<file path="src/shared/dap_pkg.sv">
/*
  Package for the dual auxiliary pulse-width timer: register offsets, field positions,
  reset values and timing constants.
  Assumes a 125 MHz core clock and a 32-bit AXI4-Lite register bus.
*/
package dap_pkg;
  localparam int unsigned DAP_ADDR_W = 6;
  localparam logic [5:0] OFF_PERIOD_0 = 6'h00;
  localparam logic [5:0] OFF_PERIOD_1 = 6'h04;
  localparam logic [5:0] OFF_ONTIME_0 = 6'h08;
  localparam logic [5:0] OFF_ONTIME_1 = 6'h0C;
  localparam logic [5:0] OFF_MODE_CTRL = 6'h10;
  localparam logic [5:0] OFF_PORT_DATA_HIGH = 6'h14;
  localparam logic [5:0] OFF_PIN_FUNC_SEL = 6'h18;
  localparam logic [5:0] OFF_STATUS = 6'h1C;
  localparam int unsigned MODE_INDEP_BIT = 8;
  localparam int unsigned PDH_FUNC_BIT = 1;
  localparam int unsigned PFS_AUX_OUT_ONE_BIT = 7;
  localparam logic [7:0] RST_PERIOD = 8'hFF;
  localparam logic [7:0] RST_ONTIME = 8'h00;
  localparam logic [8:0] RST_MODE = 9'h000;
  localparam logic [1:0] RST_PDH = 2'h2;
  localparam logic [7:0] RST_PFS = 8'hFF;
  localparam int unsigned TICK_CYCLES = 2;
  localparam logic [1:0] RESP_OKAY = 2'b00;
  localparam logic [1:0] RESP_SLVERR = 2'b10;
endpackage

</file>
<file path="src/dap_channel.sv">
/*
  One auxiliary channel: an 8-bit step counter that wraps at its period and a
  compare against an on-time latched at each cycle start.
  Assumes a step strobe every second clock and a restart pulse from the register file or, for output 1, the offset delay.
*/
`timescale 1ns/1ns
module dap_channel (
  input wire logic aclk,
  input wire logic aresetn,
  input wire logic step,
  input wire logic restart,
  input wire logic hold,
  input wire logic [7:0] period,
  input wire logic [7:0] ontime,
  output logic wave,
  output logic wrap
);
  logic [7:0] count;
  logic [7:0] on_live;
  logic [7:0] next_count;
  logic [7:0] next_on_live;
  logic next_wave;

  always_comb begin
    next_count = count;
    next_on_live = on_live;
    if (restart) begin
      next_count = 8'h00;
      next_on_live = ontime;
    end else if (step && !hold) begin
      if (count >= period) begin
        next_count = 8'h00;
        // The on-time is only picked up at the start of a new cycle.
        next_on_live = ontime;
      end else begin
        next_count = count + 8'h01;
      end
    end
    // High while the step count is below the on-time; above period means always high.
    next_wave = (restart || !hold) && ((next_count < next_on_live) || (next_on_live > period));
  end

  always_ff @(posedge aclk) begin
    if (!aresetn) begin
      count <= 8'h00;
      on_live <= 8'h00;
      wave <= 1'b0;
    end else begin
      count <= next_count;
      on_live <= next_on_live;
      wave <= next_wave;
    end
  end

  assign wrap = step && !hold && !restart && (count >= period);
endmodule

</file>
<file path="src/dap_timer.sv">
/*
  Dual auxiliary pulse-width timer with an AXI4-Lite register slave.
  Assumes one 125 MHz clock and a synchronous active-low reset; the pins
  drive the external converter or filter circuitry.
*/
`timescale 1ns/1ns
module dap_timer (
  input wire logic aclk,
  input wire logic aresetn,
  input wire logic [dap_pkg::DAP_ADDR_W-1:0] s_axi_awaddr,
  input wire logic s_axi_awvalid,
  output logic s_axi_awready,
  input wire logic [31:0] s_axi_wdata,
  input wire logic [3:0] s_axi_wstrb,
  input wire logic s_axi_wvalid,
  output logic s_axi_wready,
  output logic [1:0] s_axi_bresp,
  output logic s_axi_bvalid,
  input wire logic s_axi_bready,
  input wire logic [dap_pkg::DAP_ADDR_W-1:0] s_axi_araddr,
  input wire logic s_axi_arvalid,
  output logic s_axi_arready,
  output logic [31:0] s_axi_rdata,
  output logic [1:0] s_axi_rresp,
  output logic s_axi_rvalid,
  input wire logic s_axi_rready,
  output logic aux_out_zero,
  output logic aux_out_one,
  output logic aux_zero_is_aux,
  output logic aux_one_is_aux
);
  import dap_pkg::*;

  logic [7:0] aux_period_0;
  logic [7:0] aux_period_1;
  logic [7:0] aux_ontime_0;
  logic [7:0] aux_ontime_1;
  logic [8:0] mode_control_register;
  logic [1:0] port_data_high;
  logic [7:0] pin_function_select;
  logic [7:0] next_period_0;
  logic [7:0] next_period_1;
  logic [7:0] next_ontime_0;
  logic [7:0] next_ontime_1;
  logic [8:0] next_mode;
  logic [1:0] next_pdh;
  logic [7:0] next_pfs;

  logic aw_held;
  logic w_held;
  logic [DAP_ADDR_W-1:0] aw_addr;
  logic [31:0] w_data;
  logic [3:0] w_strb;
  logic next_aw_held;
  logic next_w_held;
  logic [DAP_ADDR_W-1:0] next_aw_addr;
  logic [31:0] next_w_data;
  logic [3:0] next_w_strb;
  logic next_awready;
  logic next_wready;
  logic next_bvalid;
  logic [1:0] next_bresp;
  logic next_arready;
  logic next_rvalid;
  logic [31:0] next_rdata;
  logic [1:0] next_rresp;
  logic do_write;
  logic period_write;

  logic phase;
  logic next_phase;
  logic step;
  logic independent;
  logic [7:0] per_1_eff;
  logic wave_0;
  logic wave_1;
  logic wrap_0;
  logic restart_1;
  logic hold_1;
  logic first_wait;
  logic next_first_wait;
  logic [7:0] delay_cnt;
  logic delay_run;
  logic [7:0] next_delay_cnt;
  logic next_delay_run;
  logic next_out_zero;
  logic next_out_one;

  function automatic logic known_addr(input logic [DAP_ADDR_W-1:0] a);
    known_addr = (a == OFF_PERIOD_0) || (a == OFF_PERIOD_1) || (a == OFF_ONTIME_0) ||
                 (a == OFF_ONTIME_1) || (a == OFF_MODE_CTRL) || (a == OFF_PORT_DATA_HIGH) ||
                 (a == OFF_PIN_FUNC_SEL) || (a == OFF_STATUS);
  endfunction

  function automatic logic [7:0] merge8(input logic [7:0] old, input logic [31:0] d,
                                        input logic [3:0] s);
    merge8 = s[0] ? d[7:0] : old;
  endfunction

  // Bus channels: address and data are captured in either order, then written.
  always_comb begin
    next_aw_held = aw_held;
    next_w_held = w_held;
    next_aw_addr = aw_addr;
    next_w_data = w_data;
    next_w_strb = w_strb;
    next_bvalid = s_axi_bvalid;
    next_bresp = s_axi_bresp;
    do_write = 1'b0;
    if (s_axi_awvalid && s_axi_awready) begin
      next_aw_held = 1'b1;
      next_aw_addr = s_axi_awaddr;
    end
    if (s_axi_wvalid && s_axi_wready) begin
      next_w_held = 1'b1;
      next_w_data = s_axi_wdata;
      next_w_strb = s_axi_wstrb;
    end
    if (s_axi_bvalid && s_axi_bready) begin
      next_bvalid = 1'b0;
    end
    if (aw_held && w_held && !s_axi_bvalid) begin
      do_write = known_addr(aw_addr);
      next_aw_held = 1'b0;
      next_w_held = 1'b0;
      next_bvalid = 1'b1;
      next_bresp = known_addr(aw_addr) ? RESP_OKAY : RESP_SLVERR;
    end
    next_awready = !next_aw_held && !next_bvalid;
    next_wready = !next_w_held && !next_bvalid;
  end

  // Register file; writes land regardless of timer state.
  always_comb begin
    next_period_0 = aux_period_0;
    next_period_1 = aux_period_1;
    next_ontime_0 = aux_ontime_0;
    next_ontime_1 = aux_ontime_1;
    next_mode = mode_control_register;
    next_pdh = port_data_high;
    next_pfs = pin_function_select;
    period_write = 1'b0;
    if (do_write) begin
      case (aw_addr)
        OFF_PERIOD_0: begin
          next_period_0 = merge8(aux_period_0, w_data, w_strb);
          period_write = 1'b1;
        end
        OFF_PERIOD_1: begin
          next_period_1 = merge8(aux_period_1, w_data, w_strb);
          period_write = 1'b1;
        end
        OFF_ONTIME_0: next_ontime_0 = merge8(aux_ontime_0, w_data, w_strb);
        OFF_ONTIME_1: next_ontime_1 = merge8(aux_ontime_1, w_data, w_strb);
        OFF_MODE_CTRL: begin
          if (w_strb[0]) next_mode[7:0] = w_data[7:0];
          if (w_strb[1]) next_mode[8] = w_data[8];
        end
        OFF_PORT_DATA_HIGH: if (w_strb[0]) next_pdh = w_data[1:0];
        OFF_PIN_FUNC_SEL: next_pfs = merge8(pin_function_select, w_data, w_strb);
        default: ;
      endcase
    end
  end

  // Read channel: one read at a time, data registered with the valid.
  always_comb begin
    next_arready = s_axi_arready;
    next_rvalid = s_axi_rvalid;
    next_rdata = s_axi_rdata;
    next_rresp = s_axi_rresp;
    if (s_axi_rvalid && s_axi_rready) begin
      next_rvalid = 1'b0;
      next_arready = 1'b1;
    end
    if (s_axi_arvalid && s_axi_arready) begin
      next_arready = 1'b0;
      next_rvalid = 1'b1;
      next_rresp = known_addr(s_axi_araddr) ? RESP_OKAY : RESP_SLVERR;
      case (s_axi_araddr)
        OFF_PERIOD_0: next_rdata = {24'h00_0000, aux_period_0};
        OFF_PERIOD_1: next_rdata = {24'h00_0000, aux_period_1};
        OFF_ONTIME_0: next_rdata = {24'h00_0000, aux_ontime_0};
        OFF_ONTIME_1: next_rdata = {24'h00_0000, aux_ontime_1};
        OFF_MODE_CTRL: next_rdata = {23'h00_0000, mode_control_register};
        OFF_PORT_DATA_HIGH: next_rdata = {30'h0000_0000, port_data_high};
        OFF_PIN_FUNC_SEL: next_rdata = {24'h00_0000, pin_function_select};
        OFF_STATUS: next_rdata = {30'h0000_0000, aux_out_one, aux_out_zero};
        default: next_rdata = 32'h0000_0000;
      endcase
    end
  end

  always_ff @(posedge aclk) begin
    if (!aresetn) begin
      aux_period_0 <= RST_PERIOD;
      aux_period_1 <= RST_PERIOD;
      aux_ontime_0 <= RST_ONTIME;
      aux_ontime_1 <= RST_ONTIME;
      mode_control_register <= RST_MODE;
      port_data_high <= RST_PDH;
      pin_function_select <= RST_PFS;
      aw_held <= 1'b0;
      w_held <= 1'b0;
      aw_addr <= '0;
      w_data <= 32'h0000_0000;
      w_strb <= 4'h0;
      s_axi_awready <= 1'b0;
      s_axi_wready <= 1'b0;
      s_axi_bvalid <= 1'b0;
      s_axi_bresp <= RESP_OKAY;
      s_axi_arready <= 1'b0;
      s_axi_rvalid <= 1'b0;
      s_axi_rdata <= 32'h0000_0000;
      s_axi_rresp <= RESP_OKAY;
    end else begin
      aux_period_0 <= next_period_0;
      aux_period_1 <= next_period_1;
      aux_ontime_0 <= next_ontime_0;
      aux_ontime_1 <= next_ontime_1;
      mode_control_register <= next_mode;
      port_data_high <= next_pdh;
      pin_function_select <= next_pfs;
      aw_held <= next_aw_held;
      w_held <= next_w_held;
      aw_addr <= next_aw_addr;
      w_data <= next_w_data;
      w_strb <= next_w_strb;
      s_axi_awready <= next_awready;
      s_axi_wready <= next_wready;
      s_axi_bvalid <= next_bvalid;
      s_axi_bresp <= next_bresp;
      s_axi_arready <= (s_axi_arready || s_axi_rvalid) ? next_arready : 1'b1;
      s_axi_rvalid <= next_rvalid;
      s_axi_rdata <= next_rdata;
      s_axi_rresp <= next_rresp;
    end
  end

  assign independent = mode_control_register[MODE_INDEP_BIT];
  assign per_1_eff = independent ? aux_period_1 : aux_period_0;
  assign step = phase;
  assign hold_1 = !independent && first_wait;
  assign restart_1 = period_write ||
                     (!independent && delay_run && step && delay_cnt >= aux_period_1);

  // Offset mode delay: output 1 restarts when the delay after output 0's cycle start expires.
  always_comb begin
    next_phase = period_write ? 1'b0 : !phase;
    next_delay_cnt = delay_cnt;
    next_delay_run = delay_run;
    // Output 1 is held until the offset delay first expires after reset or a period write, so only a period write cuts a long pulse.
    next_first_wait = period_write ? !independent : (first_wait && !restart_1);
    if (period_write || wrap_0) begin
      next_delay_cnt = 8'h00;
      next_delay_run = !independent;
    end else if (delay_run && step) begin
      if (delay_cnt >= aux_period_1) begin
        next_delay_run = 1'b0;
      end else begin
        next_delay_cnt = delay_cnt + 8'h01;
      end
    end
    next_out_zero = !port_data_high[PDH_FUNC_BIT] && wave_0;
    next_out_one = !pin_function_select[PFS_AUX_OUT_ONE_BIT] && wave_1;
  end

  always_ff @(posedge aclk) begin
    if (!aresetn) begin
      phase <= 1'b0;
      delay_cnt <= 8'h00;
      delay_run <= 1'b1;
      first_wait <= 1'b1;
      aux_out_zero <= 1'b0;
      aux_out_one <= 1'b0;
      aux_zero_is_aux <= 1'b0;
      aux_one_is_aux <= 1'b0;
    end else begin
      phase <= next_phase;
      delay_cnt <= next_delay_cnt;
      delay_run <= next_delay_run;
      first_wait <= next_first_wait;
      aux_out_zero <= next_out_zero;
      aux_out_one <= next_out_one;
      aux_zero_is_aux <= !port_data_high[PDH_FUNC_BIT];
      aux_one_is_aux <= !pin_function_select[PFS_AUX_OUT_ONE_BIT];
    end
  end

  dap_channel u_ch0 (
    .aclk(aclk), .aresetn(aresetn), .step(step), .restart(period_write), .hold(1'b0),
    .period(aux_period_0), .ontime(aux_ontime_0), .wave(wave_0), .wrap(wrap_0)
  );
  dap_channel u_ch1 (
    .aclk(aclk), .aresetn(aresetn), .step(step),
    .restart(restart_1), .hold(hold_1), .period(per_1_eff), .ontime(aux_ontime_1),
    .wave(wave_1), .wrap()
  );

  chk_reset_mode: assert property (@(posedge aclk) $rose(aresetn) |->
    mode_control_register == RST_MODE && aux_period_0 == RST_PERIOD)
    else $error("reset values wrong");
  chk_phase_toggle: assert property (@(posedge aclk) disable iff (!aresetn)
    aresetn && !period_write |=> phase != $past(phase)) else $error("step not every two clocks");
  chk_zero_duty: assert property (@(posedge aclk) disable iff (!aresetn)
    (aux_ontime_0 == 8'h00 && u_ch0.on_live == 8'h00) |-> ##2 !aux_out_zero)
    else $error("zero on-time drove high");
  chk_pin0_gate: assert property (@(posedge aclk) disable iff (!aresetn)
    port_data_high[PDH_FUNC_BIT] |=> !aux_out_zero) else $error("pin 0 not gated");
  chk_pin1_gate: assert property (@(posedge aclk) disable iff (!aresetn)
    pin_function_select[PFS_AUX_OUT_ONE_BIT] |=> !aux_out_one) else $error("pin 1 not gated");
  chk_period_restart: assert property (@(posedge aclk) disable iff (!aresetn)
    period_write |=> !phase && u_ch0.count == 8'h00) else $error("period write no restart");
  chk_write_resp: assert property (@(posedge aclk) disable iff (!aresetn)
    (aw_held && w_held && !s_axi_bvalid) |=> s_axi_bvalid) else $error("write not answered");
  chk_mode_select: assert property (@(posedge aclk) disable iff (!aresetn)
    (!independent && step && !hold_1 && !restart_1 && u_ch1.count < aux_period_0)
    |=> u_ch1.count == $past(u_ch1.count) + 8'h01) else $error("offset period wrong");
  cov_indep: cover property (@(posedge aclk) independent && aux_out_one);
  cov_offset: cover property (@(posedge aclk) !independent && $rose(aux_out_one));
  cov_period_write: cover property (@(posedge aclk) period_write);
endmodule

</file>
<file path="config.mk">
export PLATFORM = sky130hd
export DESIGN_NAME = dap_timer
export DESIGN_NICKNAME = d
export VERILOG_FILES = /design/src/shared/dap_pkg.sv /design/src/dap_channel.sv /design/src/dap_timer.sv
export SDC_FILE = /design/constraint.sdc
export NUM_CORES = 1
export LEC_CHECK = 0
export BUFFER_PORTS_ARGS = -buffer_cell sky130_fd_sc_hd__clkbuf_2
export CELL_PAD_IN_SITES_DETAIL_PLACEMENT = 0
export CELL_PAD_IN_SITES_GLOBAL_PLACEMENT = 1
export CORE_MARGIN = 4
export CORE_UTILIZATION = 39
export CTS_CLUSTER_SIZE = 28
export DETAILED_ROUTE_END_ITERATION = 10
export GPL_TIMING_DRIVEN = 0
export PLACE_DENSITY_LB_ADDON = 0.1
export RECOVER_POWER = 100
export SLEW_MARGIN = 5
export SYNTH_ARGS = -nofsm -noshare
export SYNTH_HDL_FRONTEND = slang
export SYNTH_SLANG_ARGS = --single-unit
</file>
<file path="constraint.sdc">
create_clock -name aclk -period 3.4 [get_ports aclk]
set_input_delay 0.17 -clock aclk [delete_from_list [all_inputs] [get_ports aclk]]
set_output_delay 0.17 -clock aclk [all_outputs]
set_load 0.02 [all_outputs]
</file>
# After elaboration in Yosys (flattened, before gate mapping)
# Index checks and enable logic that the tools add are counted.
[totals] elab_cells=166 output_inout_bits=45 register_bits=160 in_bits=55
[classes] n_bitwise=2 n_addsub=3 order_cmp=7 n_eq_ne=15 n_mux=34 reduce_logical=70
[ops] cell="$mux 8" count=13
[ops] cell="$pmux 9 s8" count=1
[ops] cell="$eq 6x5->1 const B" count=8
[ops] cell="$add 8x1->8 const B" count=3
[ops] cell="$eq 6x4->1 const B" count=4
[ops] cell="$ge 8x8->1" count=3
[ops] cell="$reduce_and 3->1" count=8
[ops] cell="$logic_and 1x1->1" count=21
[ops] cell="$logic_or 1x1->1" count=20
[ops] cell="$mux 1" count=18
[ops] cell="$gt 8x8->1" count=2
[ops] cell="$lt 8x8->1" count=2
[ops] cell="$eq 6x3->1 const B" count=2
[ops] cell="$logic_not 6->1" count=2
[ops] cell="$logic_not 1->1" count=11
[ops] cell="$reduce_bool 2->1" count=3
[ops] cell="$reduce_or 2->1" count=3
[ops] cell="$mux 2" count=2
[ops] cell="$reduce_and 2->1" count=2
[ops] cell="$ne 3x3->1 const B" count=1
[ops] cell="$not 1->1" count=2

# Logic depth before layout (Yosys ltp)
# Gate-level depths: netlist (run 1).
[logic_depth] word_depth=16 ltp_mapped=18 depth_no_buf=17

# By module
# A second synthesis (run 1) with hierarchy kept.
[hier_totals] cells_unflattened=812 hier_area_um2=7354.6
[modules_own_cells] mod="dap_timer" area_each_um2=4673.2 cells_each=511 instances=1 seq_area_each_um2=2021.9
[modules_own_cells] mod="dap_channel (u_ch0)" area_each_um2=1366.3 cells_each=149 instances=1 seq_area_each_um2=340.3
[modules_own_cells] mod="dap_channel (u_ch1)" area_each_um2=1315.0 cells_each=152 instances=1 seq_area_each_um2=340.3

# Worst setup path before layout (run 1)
# No wires, ideal clock.
[synth_path] kind="reg-to-reg" start="register mode_control_register[8]" end="register u_ch1.wave" stages_incl_launch_ff=18 synth_period_minus_slack_ps=3469 setup_ps=131 n_path_buf=1 t_arrival_ps=3338 required_ps=3269 path_slack_ps=-69 cell_sequence="dfxtp_1 > buf_1 > mux2i_1 > ha_1 > a2111oi_0 > o211ai_1 > nand2_1 > nand2_4 > mux2i_1 > inv_1 > ha_1 > nor2b_1 > o21a_1 > o21ai_0 > a21o_1 > nand3_1 > a21oi_1 > a21oi_1"
[synth_via] elab_chain_len=9 elab_cells_between_ends=21 classes_between="3 x order compare; 7 x mux; 11 x reduce/logical"
[synth_rtl] item="start: declaration" line_no="dap_timer.sv:38" text="logic [8:0] mode_control_register;"
[synth_rtl] item="start signal: assignment" line_no="dap_timer.sv:221" text="mode_control_register <= next_mode;"
[synth_rtl] item="branches (longest 5 deep; another with $ge 8x8->1)"
[synth_rtl] item="$mux 8 (*)" line_no="dap_channel.sv:27" text="if (restart) begin"
[synth_rtl] item="net u_ch1.next_on_live[1]" line_no="dap_channel.sv:21" text="logic [7:0] next_on_live;"
[synth_rtl] item="$lt 8x8->1 / $gt 8x8->1 (equally long branches)" line_no="dap_channel.sv:40" text="next_wave = (restart || !hold) && ((next_count < next_on_live) || (next_on_live > period));"
[synth_rtl] item="$logic_or 1x1->1 (*)" line_no="dap_channel.sv:40"
[synth_rtl] item="$logic_and 1x1->1 (*)" line_no="dap_channel.sv:40"
[synth_rtl] item="end signal: assignment" line_no="dap_channel.sv:51" text="wave <= next_wave;"
[synth_rtl] item="end: declaration" line_no="dap_channel.sv:15" text="output logic wave,"
# Mark *: on every way through the listed nets, which the timed path passes.
# A chain may end at the register's enable or synchronous reset.

# Final worst setup path (run 1)
# Ends and elaborated chain as after synthesis.

==> impl_summary.log, run 1 <==
[metrics] type of the most critical hold path: primary input to flip-flop
[metrics] Post-Synthesis Cells: 792
[metrics] cell count of the worst hold path: 3
[metrics] TritonCTS Sinks: 135
[metrics] Remaining Overflow, GRT: 0
[metrics] source of the critical timing path: mode_control_register[8]$_SDFFE_PN0P_
[metrics] CTS clock-pin slew for the worst setup and hold paths: 0.06 ns
[metrics] share of synthesized flip-flops with an asynchronous set or reset: 0%
[metrics] Crit. End Element: flip-flop
[metrics] total inserted antenna cells: 0
[metrics] storage element area: 2720 sq um
[metrics] sum of net half-perimeters after detailed placement: 14,800 microns
[metrics] wire length of the first global-routing pass: around 30,000 microns
[metrics] failing checks: setup timing
[metrics] RePlAce Congestion: approximately 0.85
[metrics] number of nets at the end of the flow: roughly 1,000
[metrics] WL per Instance: approximately 17 microns
[metrics] cells traversed along the worst timing path: buf_12, mux2i_4, ha_4, a21o_1, a21oi_2, o211ai_1, nand2_2, nand2_8, mux2i_4, inv_2, ha_4, a21oi_2, o21ai_2, mux2i_1, a21o_1, o21ai_2, o311ai_2, a21oi_2
[metrics] crit-path max cell delay: 0.38 ns
[metrics] final period demand of the worst path: 3.43 ns
[metrics] max-cap viol count: 0
[metrics] worst-margin pin slew: between 0.7 and 0.8 ns
[metrics] number of core rows: 48
[metrics] Synth Flop Type: sky130_fd_sc_hd__dfxtp_1
[metrics] total DRC errors in the routed layout: 0
[metrics] final setup vio count: 1
[metrics] number of nets with antenna violations after routing: 0
[metrics] cell family with most CP delay: compound AO/OA/AOI/OAI gates
[metrics] filler instances: 1,649
[metrics] Place WS: -0.949 ns
[metrics] via count of the routed design: between 5,000 and 6,000
[metrics] CTS tree: built
[metrics] number of placed I/O pins: 100
[metrics] Max-Slew Margin vs Limit: about half
[metrics] Power Density: around 410 nW/um^2
[metrics] GRT Util Overall: 19.4%
[metrics] largest driver fanout on the critical path: 8
[metrics] detailed-router iteration count before antenna repair: 5
[metrics] Area growth syn-to-layout: 27.5%
[metrics] worst reg2reg path startpoint: mode_control_register[8]$_SDFFE_PN0P_
[metrics] Ys Warns: 0
[metrics] root buffer selected by CTS: sky130_fd_sc_hd__clkbuf_16
[metrics] count of placed standard cells in the final layout, fillers left out: 1,151
[metrics] slack of the worst reg-to-reg path: -0.03 ns
[metrics] Setup Crit Path Kind: flip-flop to flip-flop
[metrics] aggregate routed wire length: 19,600 microns
[metrics] Netlist Area Pre-Place: 7030 sq um
[metrics] die area: 20,200 sq um
[metrics] maximum number of pins on one net before global-route repair: 17
[metrics] Total Power: 3690 uW
[metrics] antenna violations before repair: 0
[metrics] status: finished with violations
[metrics] die extent in x: 142 microns
[metrics] Iteration-0 DRC Markers: between 200 and 300
[metrics] via count of the first global-routing pass: 5,734
[metrics] area occupied by multi-input gates: between 4000 and 5000 sq um
[metrics] clock skew: 0.00867 ns
[metrics] CTS max path bufs: 2
[metrics] worst flop-to-flop path endpoint: u_ch1.wave$_SDFF_PN0_
[metrics] Period Utilization, post-route: 101%
[metrics] number of hold violations in the final report: 0
[metrics] most frequent cell on the critical path: sky130_fd_sc_hd__a21oi_2
[metrics] Initial Util: roughly 40%
[metrics] TritonCTS Buffers: 17
[metrics] HP Start: s_axi_arvalid
[metrics] core area: 17,500 sq um
[metrics] required time worst endpoint: 3.74 ns
[metrics] final slew viol count: 0
[metrics] ratio of cells with drive above 1 in the final layout: around a fifth
[metrics] maximum operating frequency: a little under 0.3 GHz
[metrics] cell total after placement: roughly 1,100
[metrics] cell with the biggest individual delay on the critical path: sky130_fd_sc_hd__dfxtp_4
[metrics] kind of launch point of the worst setup path: flip-flop
[metrics] arrival time of data at the critical path endpoint: around 3.8 ns
[metrics] I/O Buffers: 45
[metrics] number of flops mapped to enable cells by yosys: 0
[metrics] Yosys reg bits: 135
[metrics] Seq/Total Area, Yosys: 38.5%
[metrics] Syn Area/Cell: 8.87 sq um
[metrics] final worst-path setup slack: -0.0337 ns
[metrics] Buf/Inv on CP: 2
[metrics] Hold EP: s_axi_rdata[8]$_SDFFE_PN0P_
[metrics] Unique masters post-synth: 52
[metrics] setup repair after global routing missed its margin: true
[metrics] number of cells on the worst reg-to-reg path: 18
[metrics] Die Y: 142 microns
[metrics] post-detailed-route via-to-cell ratio: 5.06
[metrics] worst IR drop on VDD: 0.000388 V
[metrics] H-tree depth: 4
[metrics] worst-skew pair later-pin latency: between 0.4 and 0.5 ns
[metrics] leakage power summed over all cells: 0.00396 uW
-- cells in the mapped netlist (2+ instances only) --
cell	instances	share of area [%]
sky130_fd_sc_hd__nand2b_1	7	0.62
sky130_fd_sc_hd__or3_1	3	0.27
sky130_fd_sc_hd__o21a_1	3	0.32
sky130_fd_sc_hd__nor3_2	2	0.28
sky130_fd_sc_hd__nor3_1	12	0.85
sky130_fd_sc_hd__nand2_4	2	0.32
sky130_fd_sc_hd__nand3_1	15	1.1
sky130_fd_sc_hd__a21o_1	4	0.43
sky130_fd_sc_hd__nor3_4	2	0.46
sky130_fd_sc_hd__buf_4	25	2.7
sky130_fd_sc_hd__a211oi_2	2	0.36
sky130_fd_sc_hd__nand2_1	95	5.1
sky130_fd_sc_hd__o31ai_1	3	0.32
sky130_fd_sc_hd__or4_1	2	0.21
sky130_fd_sc_hd__buf_2	5	0.36
sky130_fd_sc_hd__a211oi_1	2	0.21
sky130_fd_sc_hd__inv_1	39	2.1
sky130_fd_sc_hd__nor2b_1	7	0.62
sky130_fd_sc_hd__ha_1	57	10
sky130_fd_sc_hd__nand3_2	2	0.28
sky130_fd_sc_hd__o21ai_0	23	1.6
sky130_fd_sc_hd__dfxtp_1	135	38
sky130_fd_sc_hd__o211ai_1	12	1.3
sky130_fd_sc_hd__xor2_1	16	2.0
sky130_fd_sc_hd__nor3b_1	2	0.21
sky130_fd_sc_hd__mux2i_1	78	11
sky130_fd_sc_hd__a21oi_1	51	3.6
sky130_fd_sc_hd__buf_1	3	0.16
sky130_fd_sc_hd__nor2_1	102	5.4
sky130_fd_sc_hd__nand4_1	16	1.4
sky130_fd_sc_hd__clkbuf_1	24	1.3
sky130_fd_sc_hd__xnor2_1	5	0.62
sky130_fd_sc_hd__buf_6	2	0.32
sky130_fd_sc_hd__and3_1	6	0.53
sky130_fd_sc_hd__and2_1	4	0.36
sky130_fd_sc_hd__mux4_2	8	2.6
-- timing repair --
item | in CTS | in global routing
hold endpoints to repair | 17 | 0
buffers inserted | 9 | 6
hold buffers | 17 | 0
endpoints found under the setup margin | 2 | 2
pin swaps | 7 | 19
gates cloned | 0 | 1
gates resized for setup | 55 | 56
-- placed cells by master, fill, tap and decap left out, types with 18 or more instances in the layout --
cell type / count
sky130_fd_sc_hd__a21oi_1: 44
sky130_fd_sc_hd__nor2_1: 100
sky130_fd_sc_hd__nand2_1: 94
sky130_fd_sc_hd__conb_1: 25
sky130_fd_sc_hd__buf_4: 39
sky130_fd_sc_hd__mux2i_1: 61
sky130_fd_sc_hd__dfxtp_1: 126
sky130_fd_sc_hd__inv_1: 34
sky130_fd_sc_hd__clkbuf_1: 47
sky130_fd_sc_hd__clkbuf_2: 25
sky130_fd_sc_hd__ha_1: 45
sky130_fd_sc_hd__clkbuf_16: 18
-- layer usage --
layer | vias up | GRT usage, % | wire, microns
met2 | 134 | 31.8 | 9320
met3 | 20 | 3.53 | 1130
met1 | 2743 | 25.8 | 8840
met5 | - | 0 | 0
met4 | 0 | 6.67 | 301
li1 | 2931 | - | -
-- state kept, by name, indices dropped and copies added (netlist names), 2 cells and up --
name / flops
mode_control_register: 9
s_axi_rdata: 9
w_data: 9
aux_ontime_0: 8
aux_ontime_1: 8
aux_period_0: 8
aux_period_1: 8
delay_cnt: 8
pin_function_select: 8
u_ch0.count: 8
u_ch0.on_live: 8
u_ch1.count: 8
u_ch1.on_live: 8
aw_addr: 6
port_data_high: 2
w_strb: 2
-- metrics by stage --
step | instance area [sq um] | utilization (%) | hold WS, ns | TNS [ns]
after floorplan | 7120 | - | 0.306 | 0
after global placement | 7630 | 43.6 | 0.408 | -1.31
after detailed placement | 7630 | 43.6 | 0.413 | -1.35
after CTS | 8690 | 49.7 | 0.0399 | -0.0661
after global routing | 8960 | 51.3 | 0.0521 | -0.252
final | 8960 | 51.3 | 0.0530 | -0.0337
-- where the power goes --
group | total [uW] | internal (uW) | switching [uW] | leakage, uW
Clock | 1760 | 1040 | 725 | 0.000268
Sequential | 1640 | 1610 | 31.3 | 0.00109
Combinational | 285 | 114 | 171 | 0.00260
-- worst min-delay path, stage by stage --
cell and delay, ns:
sky130_fd_sc_hd__clkbuf_2 0.11, sky130_fd_sc_hd__nand3_1 0.08, sky130_fd_sc_hd__a21oi_1 0.06
-- how the worst max path moves through the flow --
stage	end	slack [ns]	cells past startpoint
2_1_floorplan	u_ch1.wave$_SDFF_PN0_	0.10	17
3_3_place_gp	u_ch1.wave$_SDFF_PN0_	-0.91	17
3_5_place_dp	u_ch1.wave$_SDFF_PN0_	-0.95	17
4_1_cts	u_ch1.wave$_SDFF_PN0_	-0.07	17
5_1_grt	u_ch1.wave$_SDFF_PN0_	-0.16	18
6_report	u_ch1.wave$_SDFF_PN0_	-0.03	18
-- kinds of logic (layout without fill, tap and decap cells) --
kind of cell    Yosys count  count (layout)  synth area share (%)
compound gates          108             108                  9.08
buf+inv                  99             209                  6.93
simple gates            284             284                  18.9
xor+xnor                 21              21                  2.62
other cells               1              25                0.0534
flops                   135             135                  38.5
fa+ha+maj                57              57                  10.1
mux                      87              87                  13.8
-- final cells by class --
cell class / count / area share [%]
clock buffers: 20 / 5.10
flip-flops and latches: 135 / 30.4
well taps: 225 / 3.14
multi-input cells: 582 / 48.9
inverters: 40 / 1.68
clock inverters: 12 / 1.14
repair buffers: 78 / 5.71
plain buffers: 59 / 3.96
(Power assumes the default switching activity.)
==> run 2: changes to the inputs <==
--- a/config.mk
+++ b/config.mk
@@ -15,6 +15,7 @@
 export GPL_TIMING_DRIVEN = 0
 export PLACE_DENSITY_LB_ADDON = 0.1
 export RECOVER_POWER = 100
+export SETUP_SLACK_MARGIN = 0.2
 export SLEW_MARGIN = 5
 export SYNTH_ARGS = -nofsm -noshare
 export SYNTH_HDL_FRONTEND = slang
==> run 2 against run 1 <==
  * The flow still finishes with violations (setup timing)
  * Register-to-register slack lost 0.06 ns
  * Clock power hardly changed
  * Critical path type unchanged
  * Total power about the same
  * Highest routed layer unchanged
  * Wire length increased by 1.3%
  * Non-clock buffer count is 3 higher
  * Clock skew increased by 0.0043 ns
  * Worst setup slack got worse by 0.064 ns
==> impl_summary.log, run 2 (synthesis gave the netlist of run 1 again) <==
[metrics] worst-skew pair later-pin latency: 0.43 ns
[metrics] required time worst endpoint: 3.75 ns
[metrics] clock network power share: 47.4%
[metrics] part of the power in combinational logic: 8.3%
[metrics] antenna violations before repair: 0
[metrics] maximum number of pins on one net before global-route repair: 17
[metrics] aggregate routed wire length: 19,800 microns
[metrics] number of nets at the end of the flow: 1,028
[metrics] number of cells on the worst reg-to-reg path: 17
[metrics] Remaining Overflow, GRT: 0
[metrics] slack of the worst reg-to-reg path: -0.1 ns
[metrics] WL per Instance: 17.2 microns
[metrics] filler instances: 1,614
[metrics] count of placed standard cells in the final layout, fillers left out: 1,154
[metrics] worst-margin pin slew: about 0.74 ns
[metrics] H-tree depth: 4
[metrics] Period Utilization, post-route: 103%
[metrics] ratio of cells with drive above 1 in the final layout: 21.1%
[metrics] leakage power summed over all cells: 0.00399 uW
[metrics] largest driver fanout on the critical path: 8
[metrics] die area: 20,200 sq um
[metrics] number of hold violations in the final report: 0
[metrics] CTS clock-pin slew for the worst setup and hold paths: 0.06 ns
[metrics] minimum hold slack: 0.0477 ns
[metrics] I/O Buffers: 45
[metrics] wire length of the first global-routing pass: 31,300 microns
[metrics] cell count of the worst hold path: 3
[metrics] number of placed I/O pins: 100
[metrics] setup repair after global routing missed its margin: true
[metrics] CTS max path bufs: 2
[metrics] max-cap viol count: 0
[metrics] failing checks: setup timing
[metrics] arrival time of data at the critical path endpoint: 3.84 ns
[metrics] sum of net half-perimeters after detailed placement: 14,800 microns
[metrics] maximum operating frequency: 0.286 GHz
[metrics] worst reg2reg path startpoint: mode_control_register[8]$_SDFFE_PN0P_
[metrics] area occupied by multi-input gates: 4390 sq um
[metrics] Cell Int Power: 2770 uW
[metrics] Iteration-0 DRC Markers: 347
[metrics] TritonCTS Sinks: 135
[metrics] Max-Slew Margin vs Limit: 50.5%
[metrics] number of core rows: 48
[metrics] Setup TNS: -0.0976 ns
[metrics] number of nets with antenna violations after routing: 0
[metrics] sw power: between 900 and 1000 uW
[metrics] status: finished with violations
[metrics] CTS tree: built
[metrics] final core utilization: about half
[metrics] final worst-path setup slack: -0.0976 ns
[metrics] detailed-router iteration count before antenna repair: 5
[metrics] root buffer selected by CTS: sky130_fd_sc_hd__clkbuf_16
[metrics] via count of the first global-routing pass: 5,856
[metrics] core area: 17,500 sq um
[metrics] biggest regs: mode_control_register: 9 flops, s_axi_rdata: 9 flops, w_data: 9 flops
[metrics] RePlAce Congestion: 0.851
[metrics] Crit. End Element: flip-flop
[metrics] post-detailed-route via-to-cell ratio: 5.16
[metrics] total DRC errors in the routed layout: 0
[metrics] Power Density: 409 nW/um^2
[metrics] final setup vio count: 1
[metrics] worst IR drop on VDD: 0.000379 V
[metrics] GRT Util Overall: 20.0%
[metrics] Die Y: 142 microns
[metrics] clock skew: 0.0130 ns
[metrics] proportion of power drawn by flip-flops and latches: 44.3%
[metrics] Place WS: -0.816 ns
[metrics] type of the most critical hold path: primary input to flip-flop
[metrics] storage element area: 2740 sq um
[metrics] HP Start: s_axi_arvalid
[metrics] net switching fraction of the power: 24.9%
[metrics] kind of launch point of the worst setup path: flip-flop
[metrics] cell total after placement: 1,086
[metrics] via count of the routed design: slightly below 6,000
[metrics] worst flop-to-flop path endpoint: u_ch1.wave$_SDFF_PN0_
[metrics] most frequent cells in the layout: 121 x sky130_fd_sc_hd__dfxtp_1, 99 x sky130_fd_sc_hd__nor2_1, 94 x sky130_fd_sc_hd__nand2_1
[metrics] Setup Crit Path Kind: flip-flop to flip-flop
[metrics] most common cell after layout, fill and taps aside: sky130_fd_sc_hd__dfxtp_1
[metrics] final slew viol count: 0
[metrics] TritonCTS Buffers: 17
[metrics] die extent in x: roughly 140 microns
[metrics] Area growth syn-to-layout: 28.3%
[metrics] Hold EP: s_axi_rdata[8]$_SDFFE_PN0P_
[metrics] total inserted antenna cells: 0
[metrics] Initial Util: 40.2%
[metrics] final period demand of the worst path: 3.50 ns
-- run 2: layer usage --
layer	global-route usage, %	vias up	routed length (microns)
li1	-	2936	-
met1	26.7	2830	9280
met2	32.4	159	9070
met5	0	-	0
met3	4.00	35	1050
met4	6.77	0	443
-- run 2: power groups by stage --
stage / combinational, uW / clock, uW / sequential, uW
2_1_floorplan: 186 / 0 / 1670
3_3_place_gp: 263 / 0 / 1670
3_5_place_dp: 266 / 0 / 1670
4_1_cts: 290 / 1770 / 1640
5_1_grt: 333 / 1830 / 1640
6_report: 304 / 1750 / 1630
-- run 2: final cells by class --
class / count / share of cell area, %
buffer: 59 / 4.12
clock buffer: 24 / 5.23
clock inverter: 8 / 0.819
inverter: 40 / 1.67
multi-input combinational: 582 / 48.7
sequential: 135 / 30.3
tap: 225 / 3.12
timing repair buffer: 81 / 6.01
-- run 2: per-stage QoR --
| stage | total power, uW | instance area, sq um |
|---|---|---|
| CTS | 3690 | 8790 |
| global route | 3800 | 9020 |
| detailed placement | 1940 | 7650 |
| finish | 3690 | 9020 |
| floorplan | 1860 | 7140 |
| global placement | 1940 | 7650 |
-- run 2: how the worst max path moves through the flow --
stage	slack [ns]	cells after the start	to	start
after floorplan	0.15	17	u_ch1.wave$_SDFF_PN0_	mode_control_register[8]$_SDFFE_PN0P_
after global placement	-0.81	18	u_ch1.wave$_SDFF_PN0_	mode_control_register[8]$_SDFFE_PN0P_
after detailed placement	-0.82	18	u_ch1.wave$_SDFF_PN0_	mode_control_register[8]$_SDFFE_PN0P_
after CTS	-0.12	16	u_ch1.wave$_SDFF_PN0_	mode_control_register[8]$_SDFFE_PN0P_
after global routing	-0.22	16	u_ch1.wave$_SDFF_PN0_	mode_control_register[8]$_SDFFE_PN0P_
final	-0.1	17	u_ch1.wave$_SDFF_PN0_	mode_control_register[8]$_SDFFE_PN0P_
-- run 2: worst max-delay path, cell delays in order (launching register included) --
cell                        delay, ns
sky130_fd_sc_hd__dfxtp_4         0.38
sky130_fd_sc_hd__mux2_4          0.34
sky130_fd_sc_hd__ha_4            0.22
sky130_fd_sc_hd__nand2b_4        0.14
sky130_fd_sc_hd__a2111oi_4       0.34
sky130_fd_sc_hd__o211ai_1        0.15
sky130_fd_sc_hd__nand2_2         0.16
sky130_fd_sc_hd__nand2_8         0.13
sky130_fd_sc_hd__mux2i_4         0.20
sky130_fd_sc_hd__inv_1           0.07
sky130_fd_sc_hd__ha_1            0.29
sky130_fd_sc_hd__nor2b_1         0.15
sky130_fd_sc_hd__o21a_1          0.12
sky130_fd_sc_hd__o21ai_1         0.06
sky130_fd_sc_hd__a21o_1          0.21
sky130_fd_sc_hd__o21ai_2         0.09
sky130_fd_sc_hd__o311ai_2        0.14
sky130_fd_sc_hd__a21oi_2         0.21
-- run 2: repair_timing --
item                                   CTS  global route
pin swaps                               13            16
setup buffers                           11             7
endpoints found under the hold margin   17             0
hold buffers                            17             0
setup endpoints to repair                2             2
cloned                                   1             0
gates resized for setup                 65            51
==> run 3: changes to the inputs <==
==> constraint.sdc (replaced) <==
create_clock -name aclk -period 3.4 [get_ports aclk]
set_input_delay 0.34 -clock aclk [delete_from_list [all_inputs] [get_ports aclk]]
set_output_delay 0.34 -clock aclk [all_outputs]
set_load 0.02 [all_outputs]
==> run 3 against run 2 <==
  * The flow still finishes with violations (setup timing)
  * Final cell count down 1.5%
  * Register-to-register slack barely moved
  * Combinational power down 5%
  * Maximum frequency increased by 0.20%
  * First-iteration DRC count grew 11%
  * Clock skew decreased by 0.00085 ns
  * Clock power about the same
  * Utilization is 0.97 points lower
  * Final area is 1.9% lower
==> impl_summary.log, run 3 (synthesis gave the netlist of run 1 again) <==
[metrics] CTS clock-pin slew for the worst setup and hold paths: roughly 0.060 ns
[metrics] TritonCTS Sinks: 135
[metrics] cell with the biggest individual delay on the critical path: sky130_fd_sc_hd__dfxtp_4
[metrics] number of core rows: 48
[metrics] RePlAce Congestion: 0.851
[metrics] aggregate routed wire length: 19,600 microns
[metrics] total DRC errors in the routed layout: 0
[metrics] number of hold violations in the final report: 0
[metrics] part of the power in combinational logic: under 10%
[metrics] GRT met1 Usage: 26.5%
[metrics] arrival time of data at the critical path endpoint: roughly 3.8 ns
[metrics] cell total after placement: 1,086
[metrics] Power Density: 415 nW/um^2
[metrics] ratio of cells with drive above 1 in the final layout: 21.5%
[metrics] via count of the routed design: 5,920
[metrics] cell family with most CP delay: compound AO/OA/AOI/OAI gates
[metrics] die extent in x: ~140 microns
[metrics] GRT Util Overall: 19.8%
[metrics] layer with the highest usage after global routing: met2
[metrics] required time worst endpoint: 3.74 ns
[metrics] met3 track utilization from global routing: 4.00%
[metrics] Iteration-0 DRC Markers: between 300 and 400
[metrics] number of nets at the end of the flow: between 1,000 and 1,500
[metrics] final core utilization: between 50% and 60%
[metrics] biggest regs: mode_control_register: 9 flops, s_axi_rdata: 9 flops, w_data: 9 flops
[metrics] setup repair after global routing missed its margin: true
[metrics] cell count of the worst hold path: 3
[metrics] detailed-router iteration count before antenna repair: 4
[metrics] maximum number of pins on one net before global-route repair: 17
[metrics] die area: 20,200 sq um
[metrics] clock skew: 0.0122 ns
[metrics] crit-path max cell delay: 0.38 ns
[metrics] Cell Int Power: 2760 uW
[metrics] number of nets with antenna violations after routing: 0
[metrics] via count of the first global-routing pass: approximately 5,800
[metrics] met2 Track Usage GR: between 30% and 40%
[metrics] CTS max path bufs: 2
[metrics] Period Utilization, post-route: 103%
[metrics] number of placed I/O pins: 100
[metrics] Die Y: 142 microns
[metrics] clock network power share: 47.6%
[metrics] root buffer selected by CTS: sky130_fd_sc_hd__clkbuf_16
[metrics] kind of launch point of the worst setup path: flip-flop
[metrics] H-tree depth: 4
[metrics] most frequent cells in the layout: 121 x sky130_fd_sc_hd__dfxtp_1, 99 x sky130_fd_sc_hd__nor2_1, 94 x sky130_fd_sc_hd__nand2_1
[metrics] number of cells on the worst reg-to-reg path: 17
[metrics] Total Power: around 3700 uW
[metrics] Initial Util: 40.2%
[metrics] worst IR drop on VDD: 0.000377 V
[metrics] largest driver fanout on the critical path: 8
[metrics] final setup vio count: 1
[metrics] type of the most critical hold path: primary input to flip-flop
[metrics] I/O Buffers: 45
[metrics] post-detailed-route via-to-cell ratio: roughly 5.2
[metrics] Place WS: -0.816 ns
[metrics] net switching fraction of the power: approximately a quarter
[metrics] sw power: 913 uW
[metrics] Remaining Overflow, GRT: 0
[metrics] TritonCTS Buffers: 17
[metrics] Area growth syn-to-layout: 25.9%
[metrics] core area: 17,500 sq um
[metrics] final worst-path setup slack: -0.0906 ns
[metrics] Crit path depth: 17
[metrics] sum of net half-perimeters after detailed placement: about 15,000 microns
[metrics] worst-skew pair later-pin latency: 0.43 ns
[metrics] max-cap viol count: 0
[metrics] most common cell after layout, fill and taps aside: sky130_fd_sc_hd__dfxtp_1
[metrics] leakage power summed over all cells: 0.00392 uW
[metrics] antenna violations before repair: 0
[metrics] WL per Instance: roughly 17 microns
[metrics] Buf/Inv on CP: 1
[metrics] Setup TNS: -0.0906 ns
[metrics] proportion of power drawn by flip-flops and latches: about 45%
[metrics] maximum operating frequency: 0.286 GHz
[metrics] filler instances: 1,633
[metrics] worst-margin pin slew: roughly 0.74 ns
[metrics] cells traversed along the worst timing path: mux2_4, ha_4, nand2b_4, a2111oi_4, o211ai_1, nand2_2, nand2_8, mux2i_4, inv_1, ha_1, nor2b_1, o21a_1, o21ai_1, a21o_1, o21ai_2, o311ai_2, a21oi_2
[metrics] Setup Crit Path Kind: flip-flop to flip-flop
[metrics] final period demand of the worst path: 3.49 ns
[metrics] wire length of the first global-routing pass: 30,900 microns
[metrics] CTS tree: built
[metrics] total inserted antenna cells: 0
[metrics] failing checks: setup timing
[metrics] final slew viol count: 0
[metrics] count of placed standard cells in the final layout, fillers left out: approximately 1,100
[metrics] Crit. End Element: flip-flop
[metrics] status: finished with violations
[metrics] Max-Slew Margin vs Limit: about 51%
## run 3: cell types whose count changed in the layout (fill, tap and decap cells not counted)
cell,previous run,this run
sky130_fd_sc_hd__dlygate4sd3_1,17,0
## run 3: power by group through the flow
stage          logic [uW]  clock network (uW)  registers, uW
5_1_grt               316                1830           1640
4_1_cts               275                1770           1640
3_5_place_dp          266                   0           1670
6_report              288                1750           1630
2_1_floorplan         186                   0           1670
3_3_place_gp          263                   0           1670
## run 3: through the flow
stage | instance area, sq um | hold WS [ns]
detailed placement | 7650 | 0.441
global placement | 7650 | 0.421
floorplan | 7140 | 0.406
finish | 8850 | 0.142
global route | 8850 | 0.140
CTS | 8620 | 0.125
## run 3: repair_timing
action,4_1_cts,5_1_grt
resized for setup,65,51
endpoints found under the hold margin,0,0
endpoints found under the setup margin,2,2
hold buffers,0,0
pin swaps,13,16
gates cloned,1,0
buffers inserted,11,7
## run 3: area by class of cell
type	instances	area (sq um)	share of cell area, %
buffer	59	372	4.20
clock buffer	24	472	5.33
clock inverter	8	73.8	0.834
inverter	40	150	1.70
multi-input combinational	582	4390	49.6
sequential	135	2740	30.9
tap	225	282	3.18
timing repair buffer	64	372	4.20
## run 3: final timing paths
kind	start	endpoint	slack, ns
hold reg to reg	w_held$_SDFF_PN0_	s_axi_wready$_SDFF_PN0_	0.44
hold / removal	s_axi_wstrb[0]	w_strb[0]$_SDFFE_PN0P_	0.14
setup / recovery	mode_control_register[8]$_SDFFE_PN0P_	u_ch1.wave$_SDFF_PN0_	-0.09
setup reg to reg	mode_control_register[8]$_SDFFE_PN0P_	u_ch1.wave$_SDFF_PN0_	-0.09
## run 3: per-layer routing
layer,vias to the layer above,wire (microns),share of wire (%)
met5,-,0,0
met4,0,408,2.1
met3,33,1010,5.1
met2,150,8960,46
met1,2833,9270,47
li1,2904,-,-
## run 3: worst min-delay path, cell delays in order
cell and delay, ns:
sky130_fd_sc_hd__clkbuf_2 0.08, sky130_fd_sc_hd__nand2_1 0.05, sky130_fd_sc_hd__a21oi_1 0.05
